`src/core/usc_pkg.sv`:
```
// Constants, field layouts and carrier types of the bus engine registers.
//
// Summary of operation
// - Host access to endpoint 0, 1 or 2 sets its flag; gated interrupt.
// - Two-bit bus mode selects regulator, resistors and pin ownership.
// - Bus mode marker bit 7 is firmware read/write, reset clears it.
// - Bus clock enable bit 3 gates the bus clock, resets to zero.
// - Deep suspend bit 4 turns off band-gap and reset; blocked in bus mode.
// - Keyboard-mouse marker bit 5 is firmware read/write, resets to zero.
// - Bit 7 disables temperature adjustment when one, enabled by default.
// - Read-only access bitmap, one bit per endpoint, resets to zero.
// - Access bitmap is refreshed when the access-active signal is issued.
// - Direction bits 1 and 2 pick IN when one, OUT when zero.
// - Bit 0 held low long enough resets data toggles of endpoints 1, 2.
// - Enable map gates endpoints 1 and 2; endpoint 0 always on.
// - Line-state bits 0..2 latch EOP, J and K until firmware clears.
// - Line-state bits 3 and 4 latch SE0 and SE1 noise until cleared.
// - In bus mode only the engine drives the two bus pins.
package usc_pkg;

   // Register indices; the byte address is four times the index.
   localparam logic [7:0] IDX_EP_IRQ_MODE = 8'h21;
   localparam logic [7:0] IDX_CLK_CTRL = 8'h22;
   localparam logic [7:0] IDX_LINE_STATE = 8'h40;
   localparam logic [7:0] IDX_PIPE_CTRL = 8'h41;
   localparam logic [7:0] IDX_STALL_MAP = 8'h43;
   localparam logic [7:0] IDX_ACCESS_MAP = 8'h44;
   localparam logic [7:0] IDX_ENABLE_MAP = 8'h47;
   localparam logic [7:0] IDX_IRQ_STATUS = 8'h50;
   localparam logic [7:0] IDX_IRQ_CLEAR = 8'h51;
   localparam logic [7:0] IDX_IRQ_ENABLE = 8'h52;

   // Field positions.
   localparam int unsigned POS_MODE_LO = 4;
   localparam int unsigned POS_BUS_MARK = 7;
   localparam int unsigned POS_CLK_EN = 3;
   localparam int unsigned POS_DEEP_SUSP = 4;
   localparam int unsigned POS_KBM_MARK = 5;
   localparam int unsigned POS_OSC_SEL = 6;
   localparam int unsigned POS_ADJ_DIS = 7;
   localparam int unsigned POS_TOGGLE = 0;
   localparam int unsigned POS_LINE_EVT = 3;

   // Values after reset.
   localparam logic [2:0] RST_PIPE_CTRL = 3'h7;
   localparam logic [2:0] RST_STALL_MAP = 3'h7;
   localparam logic [2:0] RST_ACCESS_MAP = 3'h0;
   localparam logic [2:0] RST_ENABLE_MAP = 3'h7;
   localparam logic [7:0] RST_IRQ_ENABLE = 8'h00;

   // Bus mode encodings.
   localparam logic [1:0] MODE_PLAIN_OFF = 2'h0;
   localparam logic [1:0] MODE_PLAIN_200R = 2'h1;
   localparam logic [1:0] MODE_BUS = 2'h2;
   localparam logic [1:0] MODE_PLAIN_33V = 2'h3;

   // Least low time of the toggle bit, in instruction cycles.
   localparam int unsigned TOGGLE_LOW_INSTR = 10;

   // Events reported by the serial interface engine, one-cycle pulses.
   typedef struct packed {
      logic [2:0] ep_access;
      logic access_active;
      logic eop;
      logic j_state;
      logic k_state;
      logic se0_noise;
      logic se1_noise;
   } usc_sie_evt_t;

   // Pad and analog controls derived from the bus mode.
   typedef struct packed {
      logic regulator_on;
      logic supply_200r;
      logic pullup_1k5;
      logic out_33v;
   } usc_pad_ctrl_t;

   // Clock and power controls.
   typedef struct packed {
      logic bus_clock_en;
      logic bandgap_off;
      logic lvr_disable;
      logic osc_6mhz_sel;
      logic clk_adj_disable;
   } usc_clk_ctrl_t;

endpackage

```
`src/core/usc_regs.sv`:
```
// Control and status register bank of the low-speed bus interface engine.
`timescale 1ns/1ps

module usc_regs
   import usc_pkg::*;
#(
   parameter int unsigned CYC_PER_INSTR = 1
) (
   // Clock and reset
   input wire logic clk_i,
   input wire logic rst_i,
   // Wishbone slave
   input wire logic cyc_i,
   input wire logic stb_i,
   input wire logic we_i,
   input wire logic [9:0] adr_i,
   input wire logic [3:0] sel_i,
   input wire logic [31:0] dat_i,
   output logic [31:0] dat_o,
   output logic ack_o,
   // Serial interface engine side
   input wire usc_sie_evt_t sie_evt_i,
   input wire logic stack_full_i,
   input wire logic [1:0] sie_pin_drv_i,
   input wire logic sie_pin_oe_i,
   // Bus pins, index 1 is the plus line, index 0 the minus line
   input wire logic [1:0] bus_pin_i,
   output logic [1:0] bus_pin_o,
   output logic [1:0] bus_pin_oe_n_o,
   output logic [1:0] bus_pin_sync_o,
   // Controls
   output usc_pad_ctrl_t pad_ctrl_o,
   output usc_clk_ctrl_t clk_ctrl_o,
   output logic [2:1] ep_dir_in_o,
   output logic [2:0] ep_stall_o,
   output logic [2:0] ep_enable_o,
   output logic [2:1] toggle_reset_o,
   output logic pins_fw_access_o,
   // Interrupt
   output logic irq_o
);

   localparam int unsigned TOGGLE_LOW_CYC = TOGGLE_LOW_INSTR * CYC_PER_INSTR;
   localparam logic [15:0] TOGGLE_LIM = 16'(TOGGLE_LOW_CYC);

   if (CYC_PER_INSTR < 1 || TOGGLE_LOW_CYC > 16'hffff) begin : g_chk
      $error("CYC_PER_INSTR out of range");
   end

   // -----------------------------------------------------------------------
   // State
   // -----------------------------------------------------------------------

   typedef struct packed {
      logic ack;
      logic [31:0] dat;
      logic [2:0] ep_flag;
      logic [1:0] mode;
      logic bus_mark;
      logic clk_en;
      logic deep_susp;
      logic kbm_mark;
      logic osc_sel;
      logic adj_dis;
      logic [4:0] line_state;
      logic [2:0] pipe_ctrl;
      logic [2:0] stall_map;
      logic [2:0] access_map;
      logic [2:0] access_pend;
      logic [2:0] enable_map;
      logic [15:0] toggle_cnt;
      logic toggle_pulse;
      logic [7:0] irq_status;
      logic [7:0] irq_enable;
      logic irq;
      logic [1:0] pin_meta;
      logic [1:0] pin_sync;
      logic [1:0] pin_out;
      logic [1:0] pin_oe_n;
      logic fw_pins;
      usc_pad_ctrl_t pad;
   } usc_state_t;

   usc_state_t s_q;
   usc_state_t s_d;

   logic req;
   logic wr;
   logic [7:0] idx;
   logic [7:0] wdat;
   logic [7:0] rdata;
   logic [7:0] evt_vec;
   logic [4:0] line_evt;
   logic bus_mode;

   // -----------------------------------------------------------------------
   // Next state
   // -----------------------------------------------------------------------

   always_comb begin
      s_d = s_q;
      idx = adr_i[9:2];
      wdat = dat_i[7:0];
      req = cyc_i & stb_i & ~s_q.ack;
      wr = req & we_i & sel_i[0];
      line_evt = {sie_evt_i.se1_noise, sie_evt_i.se0_noise,
                  sie_evt_i.k_state, sie_evt_i.j_state, sie_evt_i.eop};
      evt_vec = {line_evt, sie_evt_i.ep_access};

      // Endpoint access flags: firmware writes, the engine sets on access.
      for (int i = 0; i < 3; i++) begin
         if (wr && idx == IDX_EP_IRQ_MODE) begin
            s_d.ep_flag[i] = wdat[i];
         end
         if (sie_evt_i.ep_access[i]) begin
            s_d.ep_flag[i] = 1'b1;
         end
      end

      if (wr && idx == IDX_EP_IRQ_MODE) begin
         s_d.mode = wdat[POS_MODE_LO +: 2];
         s_d.bus_mark = wdat[POS_BUS_MARK];
      end
      bus_mode = (s_d.mode == MODE_BUS);

      // Clock control; deep suspend can never be held in bus mode.
      if (wr && idx == IDX_CLK_CTRL) begin
         s_d.clk_en = wdat[POS_CLK_EN];
         s_d.deep_susp = wdat[POS_DEEP_SUSP];
         s_d.kbm_mark = wdat[POS_KBM_MARK];
         s_d.osc_sel = wdat[POS_OSC_SEL];
         s_d.adj_dis = wdat[POS_ADJ_DIS];
      end
      if (bus_mode) begin
         s_d.deep_susp = 1'b0;
      end

      // Line-state flags stick until firmware writes them to zero.
      for (int i = 0; i < 5; i++) begin
         if (wr && idx == IDX_LINE_STATE) begin
            s_d.line_state[i] = wdat[i];
         end
         if (line_evt[i]) begin
            s_d.line_state[i] = 1'b1;
         end
      end

      if (wr && idx == IDX_PIPE_CTRL) begin
         s_d.pipe_ctrl = wdat[2:0];
      end
      if (wr && idx == IDX_STALL_MAP) begin
         s_d.stall_map = wdat[2:0];
      end
      if (wr && idx == IDX_ENABLE_MAP) begin
         s_d.enable_map = wdat[2:0];
      end

      // Toggle reset fires once the bit has stayed low for the least time.
      s_d.toggle_pulse = 1'b0;
      if (!s_q.pipe_ctrl[POS_TOGGLE]) begin
         if (s_q.toggle_cnt < TOGGLE_LIM) begin
            s_d.toggle_cnt = s_q.toggle_cnt + 16'h0001;
         end
         if (s_q.toggle_cnt == TOGGLE_LIM - 16'h0001) begin
            s_d.toggle_pulse = 1'b1;
         end
      end else begin
         s_d.toggle_cnt = 16'h0000;
      end

      // Accesses gather until the access-active signal publishes them.
      s_d.access_pend = s_q.access_pend | sie_evt_i.ep_access;
      if (sie_evt_i.access_active) begin
         s_d.access_map = s_d.access_pend;
         s_d.access_pend = 3'h0;
      end

      // Interrupt status: write-one-to-clear, a new event wins.
      if (wr && idx == IDX_IRQ_CLEAR) begin
         s_d.irq_status = s_q.irq_status & ~wdat;
      end
      s_d.irq_status = s_d.irq_status | evt_vec;
      if (wr && idx == IDX_IRQ_ENABLE) begin
         s_d.irq_enable = wdat;
      end
      s_d.irq = (|(s_d.irq_status & s_d.irq_enable)) & ~stack_full_i;

      // Pads follow the bus mode; in bus mode the engine owns the pins.
      s_d.pad.regulator_on = (s_d.mode != MODE_PLAIN_OFF);
      s_d.pad.supply_200r = (s_d.mode == MODE_PLAIN_200R);
      s_d.pad.pullup_1k5 = bus_mode;
      s_d.pad.out_33v = bus_mode | (s_d.mode == MODE_PLAIN_33V);
      s_d.pin_meta = bus_pin_i;
      s_d.pin_sync = s_q.pin_meta;
      s_d.pin_out = bus_mode ? sie_pin_drv_i : 2'h0;
      s_d.pin_oe_n = (bus_mode && sie_pin_oe_i) ? 2'h0 : 2'h3;
      s_d.fw_pins = ~bus_mode;

      // Register read mux; reserved bits and unmapped indices read zero.
      case (idx)
         IDX_EP_IRQ_MODE: rdata = {s_q.bus_mark, 1'b0, s_q.mode, 1'b0,
                                   s_q.ep_flag};
         IDX_CLK_CTRL: rdata = {s_q.adj_dis, s_q.osc_sel, s_q.kbm_mark,
                                s_q.deep_susp, s_q.clk_en, 3'h0};
         IDX_LINE_STATE: rdata = {3'h0, s_q.line_state};
         IDX_PIPE_CTRL: rdata = {5'h00, s_q.pipe_ctrl};
         IDX_STALL_MAP: rdata = {5'h00, s_q.stall_map};
         IDX_ACCESS_MAP: rdata = {5'h00, s_q.access_map};
         IDX_ENABLE_MAP: rdata = {5'h00, s_q.enable_map};
         IDX_IRQ_STATUS: rdata = s_q.irq_status;
         IDX_IRQ_ENABLE: rdata = s_q.irq_enable;
         default: rdata = 8'h00;
      endcase

      s_d.ack = req;
      s_d.dat = (req && !we_i) ? {24'h00_0000, rdata} : 32'h0000_0000;
   end

   // -----------------------------------------------------------------------
   // Registers
   // -----------------------------------------------------------------------

   always_ff @(posedge clk_i) begin
      if (rst_i) begin
         s_q <= '0;
         s_q.mode <= MODE_PLAIN_OFF;
         s_q.pipe_ctrl <= RST_PIPE_CTRL;
         s_q.stall_map <= RST_STALL_MAP;
         s_q.access_map <= RST_ACCESS_MAP;
         s_q.enable_map <= RST_ENABLE_MAP;
         s_q.irq_enable <= RST_IRQ_ENABLE;
         s_q.pin_oe_n <= 2'h3;
         s_q.fw_pins <= 1'b1;
      end else begin
         s_q <= s_d;
      end
   end

   // -----------------------------------------------------------------------
   // Outputs
   // -----------------------------------------------------------------------

   assign ack_o = s_q.ack;
   assign dat_o = s_q.dat;
   assign irq_o = s_q.irq;
   assign bus_pin_o = s_q.pin_out;
   assign bus_pin_oe_n_o = s_q.pin_oe_n;
   assign bus_pin_sync_o = s_q.pin_sync;
   assign pad_ctrl_o = s_q.pad;
   assign clk_ctrl_o.bus_clock_en = s_q.clk_en;
   assign clk_ctrl_o.bandgap_off = s_q.deep_susp;
   assign clk_ctrl_o.lvr_disable = s_q.deep_susp;
   assign clk_ctrl_o.osc_6mhz_sel = s_q.osc_sel;
   assign clk_ctrl_o.clk_adj_disable = s_q.adj_dis;
   assign ep_dir_in_o = s_q.pipe_ctrl[2:1];
   assign ep_stall_o = s_q.stall_map;
   // Endpoint 0 is outside the enable map's control.
   assign ep_enable_o = {s_q.enable_map[2:1], 1'b1};
   assign toggle_reset_o = {2{s_q.toggle_pulse}};
   assign pins_fw_access_o = s_q.fw_pins;

endmodule

```
`config.mk`:
```
export PLATFORM = sky130hd
export DESIGN_NAME = usc_regs
export DESIGN_NICKNAME = d
export VERILOG_FILES = /design/src/core/usc_pkg.sv /design/src/core/usc_regs.sv
export SDC_FILE = /design/constraint.sdc
export NUM_CORES = 1
export LEC_CHECK = 0
export BUFFER_PORTS_ARGS = -buffer_cell sky130_fd_sc_hd__buf_2
export CORE_UTILIZATION = 54
export DETAILED_ROUTE_END_ITERATION = 8
export PLACE_DENSITY = 0.84
export REMOVE_ABC_BUFFERS = 1
export SLEW_MARGIN = 20
export SYNTH_ARGS = -nofsm -noshare
export SYNTH_HDL_FRONTEND = slang
export SYNTH_SLANG_ARGS = --single-unit
export TNS_END_PERCENT = 10
```
`constraint.sdc`:
```
create_clock -name clk_i -period 2.6 [get_ports clk_i]
set_input_delay 0 -clock clk_i [delete_from_list [all_inputs] [get_ports clk_i]]
set_output_delay 0 -clock clk_i [all_outputs]
set_load 0.02 [all_outputs]
```
==> results.sh <==
export IMPL_status="finished, final reports clean"
export IMPL_fin_crit_sh=0.739
export IMPL_max_cap_violations=0
export IMPL_gp_congestion=0.880
export IMPL_slew_viol_final=0
export IMPL_synth_top_area_share=0.450
export IMPL_dp_hpwl_um=5720
export IMPL_period_minus_slack_ns=1.92
export IMPL_totalWireLength_um=8460
export IMPL_path_max_fanout=8
export IMPL_synth_area_leaders="dfxtp_1 45%, buf_4 12%, mux2i_1 4.4%, nor2_1 4.3%, and2_1 3.4%"
export IMPL_comb_power_share=0.080
export IMPL_dr_pass1_iters=5
export IMPL_antennaDiodeCount=0
export IMPL_grt_antenna_before_repair=0
export IMPL_die_area_um2=7430
export IMPL_yosysTopAreaCell="dfxtp_1"
export IMPL_clk_pin_slew_ns=0.08
export IMPL_ant_nets=0
export IMPL_whs_ns=0.100
export IMPL_drc=0
export IMPL_yosysSeqAreaShare=0.450
export IMPL_rsz0062_at_grt="no"
export IMPL_wl_per_cell_um=14.7
export IMPL_fp_row_count=30
export IMPL_die_h_um=86.2
export IMPL_drt_iter0_drc=295
export IMPL_switching_power_mw=0.564
export IMPL_final_nets=547
export IMPL_cts_buffers=9
export IMPL_grt_pass1_vias=2921
export IMPL_max_freq_mhz=520
export IMPL_critPathMaxStageDelay_ns=0.41
export IMPL_viasPerCell=5.42
export IMPL_worstReg2RegEnd="irq_o"
export IMPL_grt_max_degree=40
export IMPL_ioPinCount=126
export IMPL_critPathLaunch="ack_o"
export IMPL_setup_viol=0
export IMPL_critPathArrivalTime_ns=2.13
export IMPL_swShare=0.223
export IMPL_clockBufferDepth=2
export IMPL_drive_gt1_frac=0.213
export IMPL_clock_latency_ns=0.36
export IMPL_cp_start_kind="flip-flop"
export IMPL_clkPwrFrac=0.384
export IMPL_worstMarginPinSlew_ns=0.708
export IMPL_post_cts_resized=0
export IMPL_via_count=3122
export IMPL_synth_warnings=0
export IMPL_htree_levels=3
export IMPL_worstSetupEndpoint="irq_o"
export IMPL_synthArstFlopShare=0
export IMPL_overflow=0
export IMPL_clock_tree_root_cell="clkbuf_8"
export IMPL_slowest_stage="nand4_2"
export IMPL_grt_usage=0.245
export IMPL_p_seq_frac=0.536
export IMPL_io_buffer_count=71
export IMPL_intPower_mw=1.97
export IMPL_crit_required_ns=2.81
export IMPL_min_path_type="primary input to flip-flop"
export IMPL_synth_top_flop_cell="dfxtp_1"
export IMPL_coreArea_um2=6830
export IMPL_reg2reg_from="ack_o"
export IMPL_fin_tns_setup_ns=0
export IMPL_netlist_area_um2=3830
export IMPL_fillers=573
export IMPL_crit_type="flip-flop to flip-flop"
export IMPL_synthCells=417
export IMPL_relSlewSlack=0.528
export IMPL_crit_path_cell_trace="and3b_1, nand4_2, mux2i_1, o22ai_1, nor2_1, a211oi_1"
export IMPL_layout_area_overhead_vs_synth_pct=14.6
export IMPL_clock_sinks=86
export IMPL_power_leakage_nw=1.91
export IMPL_hold_viol=0
export IMPL_end_kind="flip-flop"
export IMPL_p_total_mw=2.53
export IMPL_rrSetupSlack_ns=0.68
export IMPL_clock_skew_ns=0.0102
export IMPL_synthDistinctLibCells=55
export IMPL_grt_pass1_wl_um=13900
export IMPL_ir_drop_uv=267
export IMPL_cts_tree="done"
export IMPL_avgSynthCellArea_um2=9.18
export IMPL_synth_edff_count=0
export IMPL_power_density_nw_per_um2=577
export IMPL_ys_ff_latch=86
export IMPL_initial_core_util=0.560
export IMPL_r2r_cells=6
export IMPL_die_w_um=86.2
==> cell usage after synthesis (2+ instances only) <==
cell type and number:
o22ai_1 12, nand2b_1 5, a32oi_1 3, a22oi_1 2
dfxtp_1 86, a211oi_1 8, clkbuf_1 12, buf_4 60
a21oi_1 14, nor2b_1 7, nor4b_1 2, ha_1 2
nand2_1 23, nor3_1 9, nand4_1 2, conb_1 2
mux2i_1 17, inv_1 11, nor4_1 4, a22o_1 3
a222oi_1 6, mux2_2 2, o21ai_0 3, and2_1 21
a31oi_1 6, and3_1 5, nand3_1 9, a211o_1 9
nor2_1 44, buf_2 3
==> logic make-up (layout without fill, tap and decap cells) <==
group / count (synthesis) / in the layout / synth area share
AND/OR/NAND/NOR: 147 / 147 / 0.209
buffers and inverters: 88 / 128 / 0.146
flip-flops: 86 / 86 / 0.450
AO/OA/AOI/OAI: 71 / 71 / 0.131
multiplexers: 19 / 19 / 0.0503
adder cells (fa/ha/maj): 2 / 2 / 0.00653
other: 2 / 25 / 0.00196
XOR/XNOR: 2 / 2 / 0.00458
==> power by group through the flow <==
stage	clock, mW	combinational [mW]	sequential (mW)
after CTS	0.992	0.200	1.36
after detailed placement	0	0.167	1.39
after global placement	0	0.164	1.39
after floorplan	0	0.0872	1.39
after global routing	1.05	0.223	1.36
final	0.973	0.204	1.36
==> layout make-up <==
class | instances | area, um2 | area share
clock inverter | 2 | 60.1 | 0.0137
clock buffer | 10 | 138 | 0.0314
multi-input combinational | 266 | 1630 | 0.372
timing repair buffer | 104 | 671 | 0.153
inverter | 12 | 45.0 | 0.0103
tap | 96 | 120 | 0.0274
sequential | 86 | 1720 | 0.392
==> worst max-delay path: cells and delay by family, from the launching register on <==
kind	cells	cell delay, ns
AOI/OAI and AO/OA	2	0.22
DFF	1	0.32
muxes	1	0.35
and+or+nand+nor	3	0.89
==> timing repair <==
item / CTS / global route
endpoints found under the setup margin: 0 / 0
buffers inserted: 0 / 0
hold endpoints to repair: 43 / 0
hold buffers: 27 / 0
==> flip-flops by register name, indices dropped and copies added (netlist names) <==
register / cells
s_q: 52
dat_o: 8
clk_ctrl_o: 4
pad_ctrl_o: 4
ep_stall_o: 3
bus_pin_o: 2
bus_pin_sync_o: 2
ep_dir_in_o: 2
ep_enable_o: 2
s_d: 2
ack_o: 1
bus_pin_oe_n_o: 1
irq_o: 1
pins_fw_access_o: 1
toggle_reset_o: 1
==> metal layers <==
layer,vias up,part of all wire,GRT usage
li1,1488,-,-
met1,1445,0.42,0.305
met2,161,0.46,0.385
met3,28,0.084,0.0695
met4,0,0.034,0.132
met5,-,0,0
==> cell usage in the layout (no fill, tap or decap), types with 3 or more instances in the layout <==
master         instances
dfxtp_1               86
nor3_1                 9
conb_1                25
buf_4                  6
nor2_1                44
nor2b_1                7
nand2b_1               5
buf_2                 71
a211o_1                9
o21ai_0                3
and3_1                 5
dlygate4sd3_1         27
a31oi_1                6
o22ai_1               12
nor4_1                 4
mux2i_1               17
a21oi_1               14
inv_1                 11
a32oi_1                3
nand3_1                9
nand2_1               23
a222oi_1               6
and2_1                21
a211oi_1               8
a22o_1                 3
clkbuf_8              10
==> stage by stage <==
| stage | instances | util | area [um2] | setup slack [ns] |
|---|---|---|---|---|
| 3_5_place_dp | 537 | 0.574 | 3920 | 0.639 |
| 5_1_grt | 576 | 0.642 | 4390 | 0.570 |
| 3_3_place_gp | 537 | 0.574 | 3920 | 0.721 |
| 6_report | 576 | 0.642 | 4390 | 0.678 |
| 4_1_cts | 576 | 0.642 | 4390 | 0.722 |
| 2_1_floorplan | 364 | - | 3400 | 0.669 |
==> worst min path at each step <==
stage                       from           endpoint  slack [ns]  cells after the start
global placement    sie_pin_oe_i  bus_pin_oe_n_o[0]        0.17                      2
finish                      we_i           dat_o[3]        0.10                      4
detailed placement  sie_pin_oe_i  bus_pin_oe_n_o[0]        0.17                      2
CTS                         we_i           dat_o[7]        0.07                      4
global route                we_i           dat_o[3]        0.11                      4
floorplan           sie_pin_oe_i  bus_pin_oe_n_o[0]        0.06                      1
No activity file was read; power rests on OpenSTA's default activity.
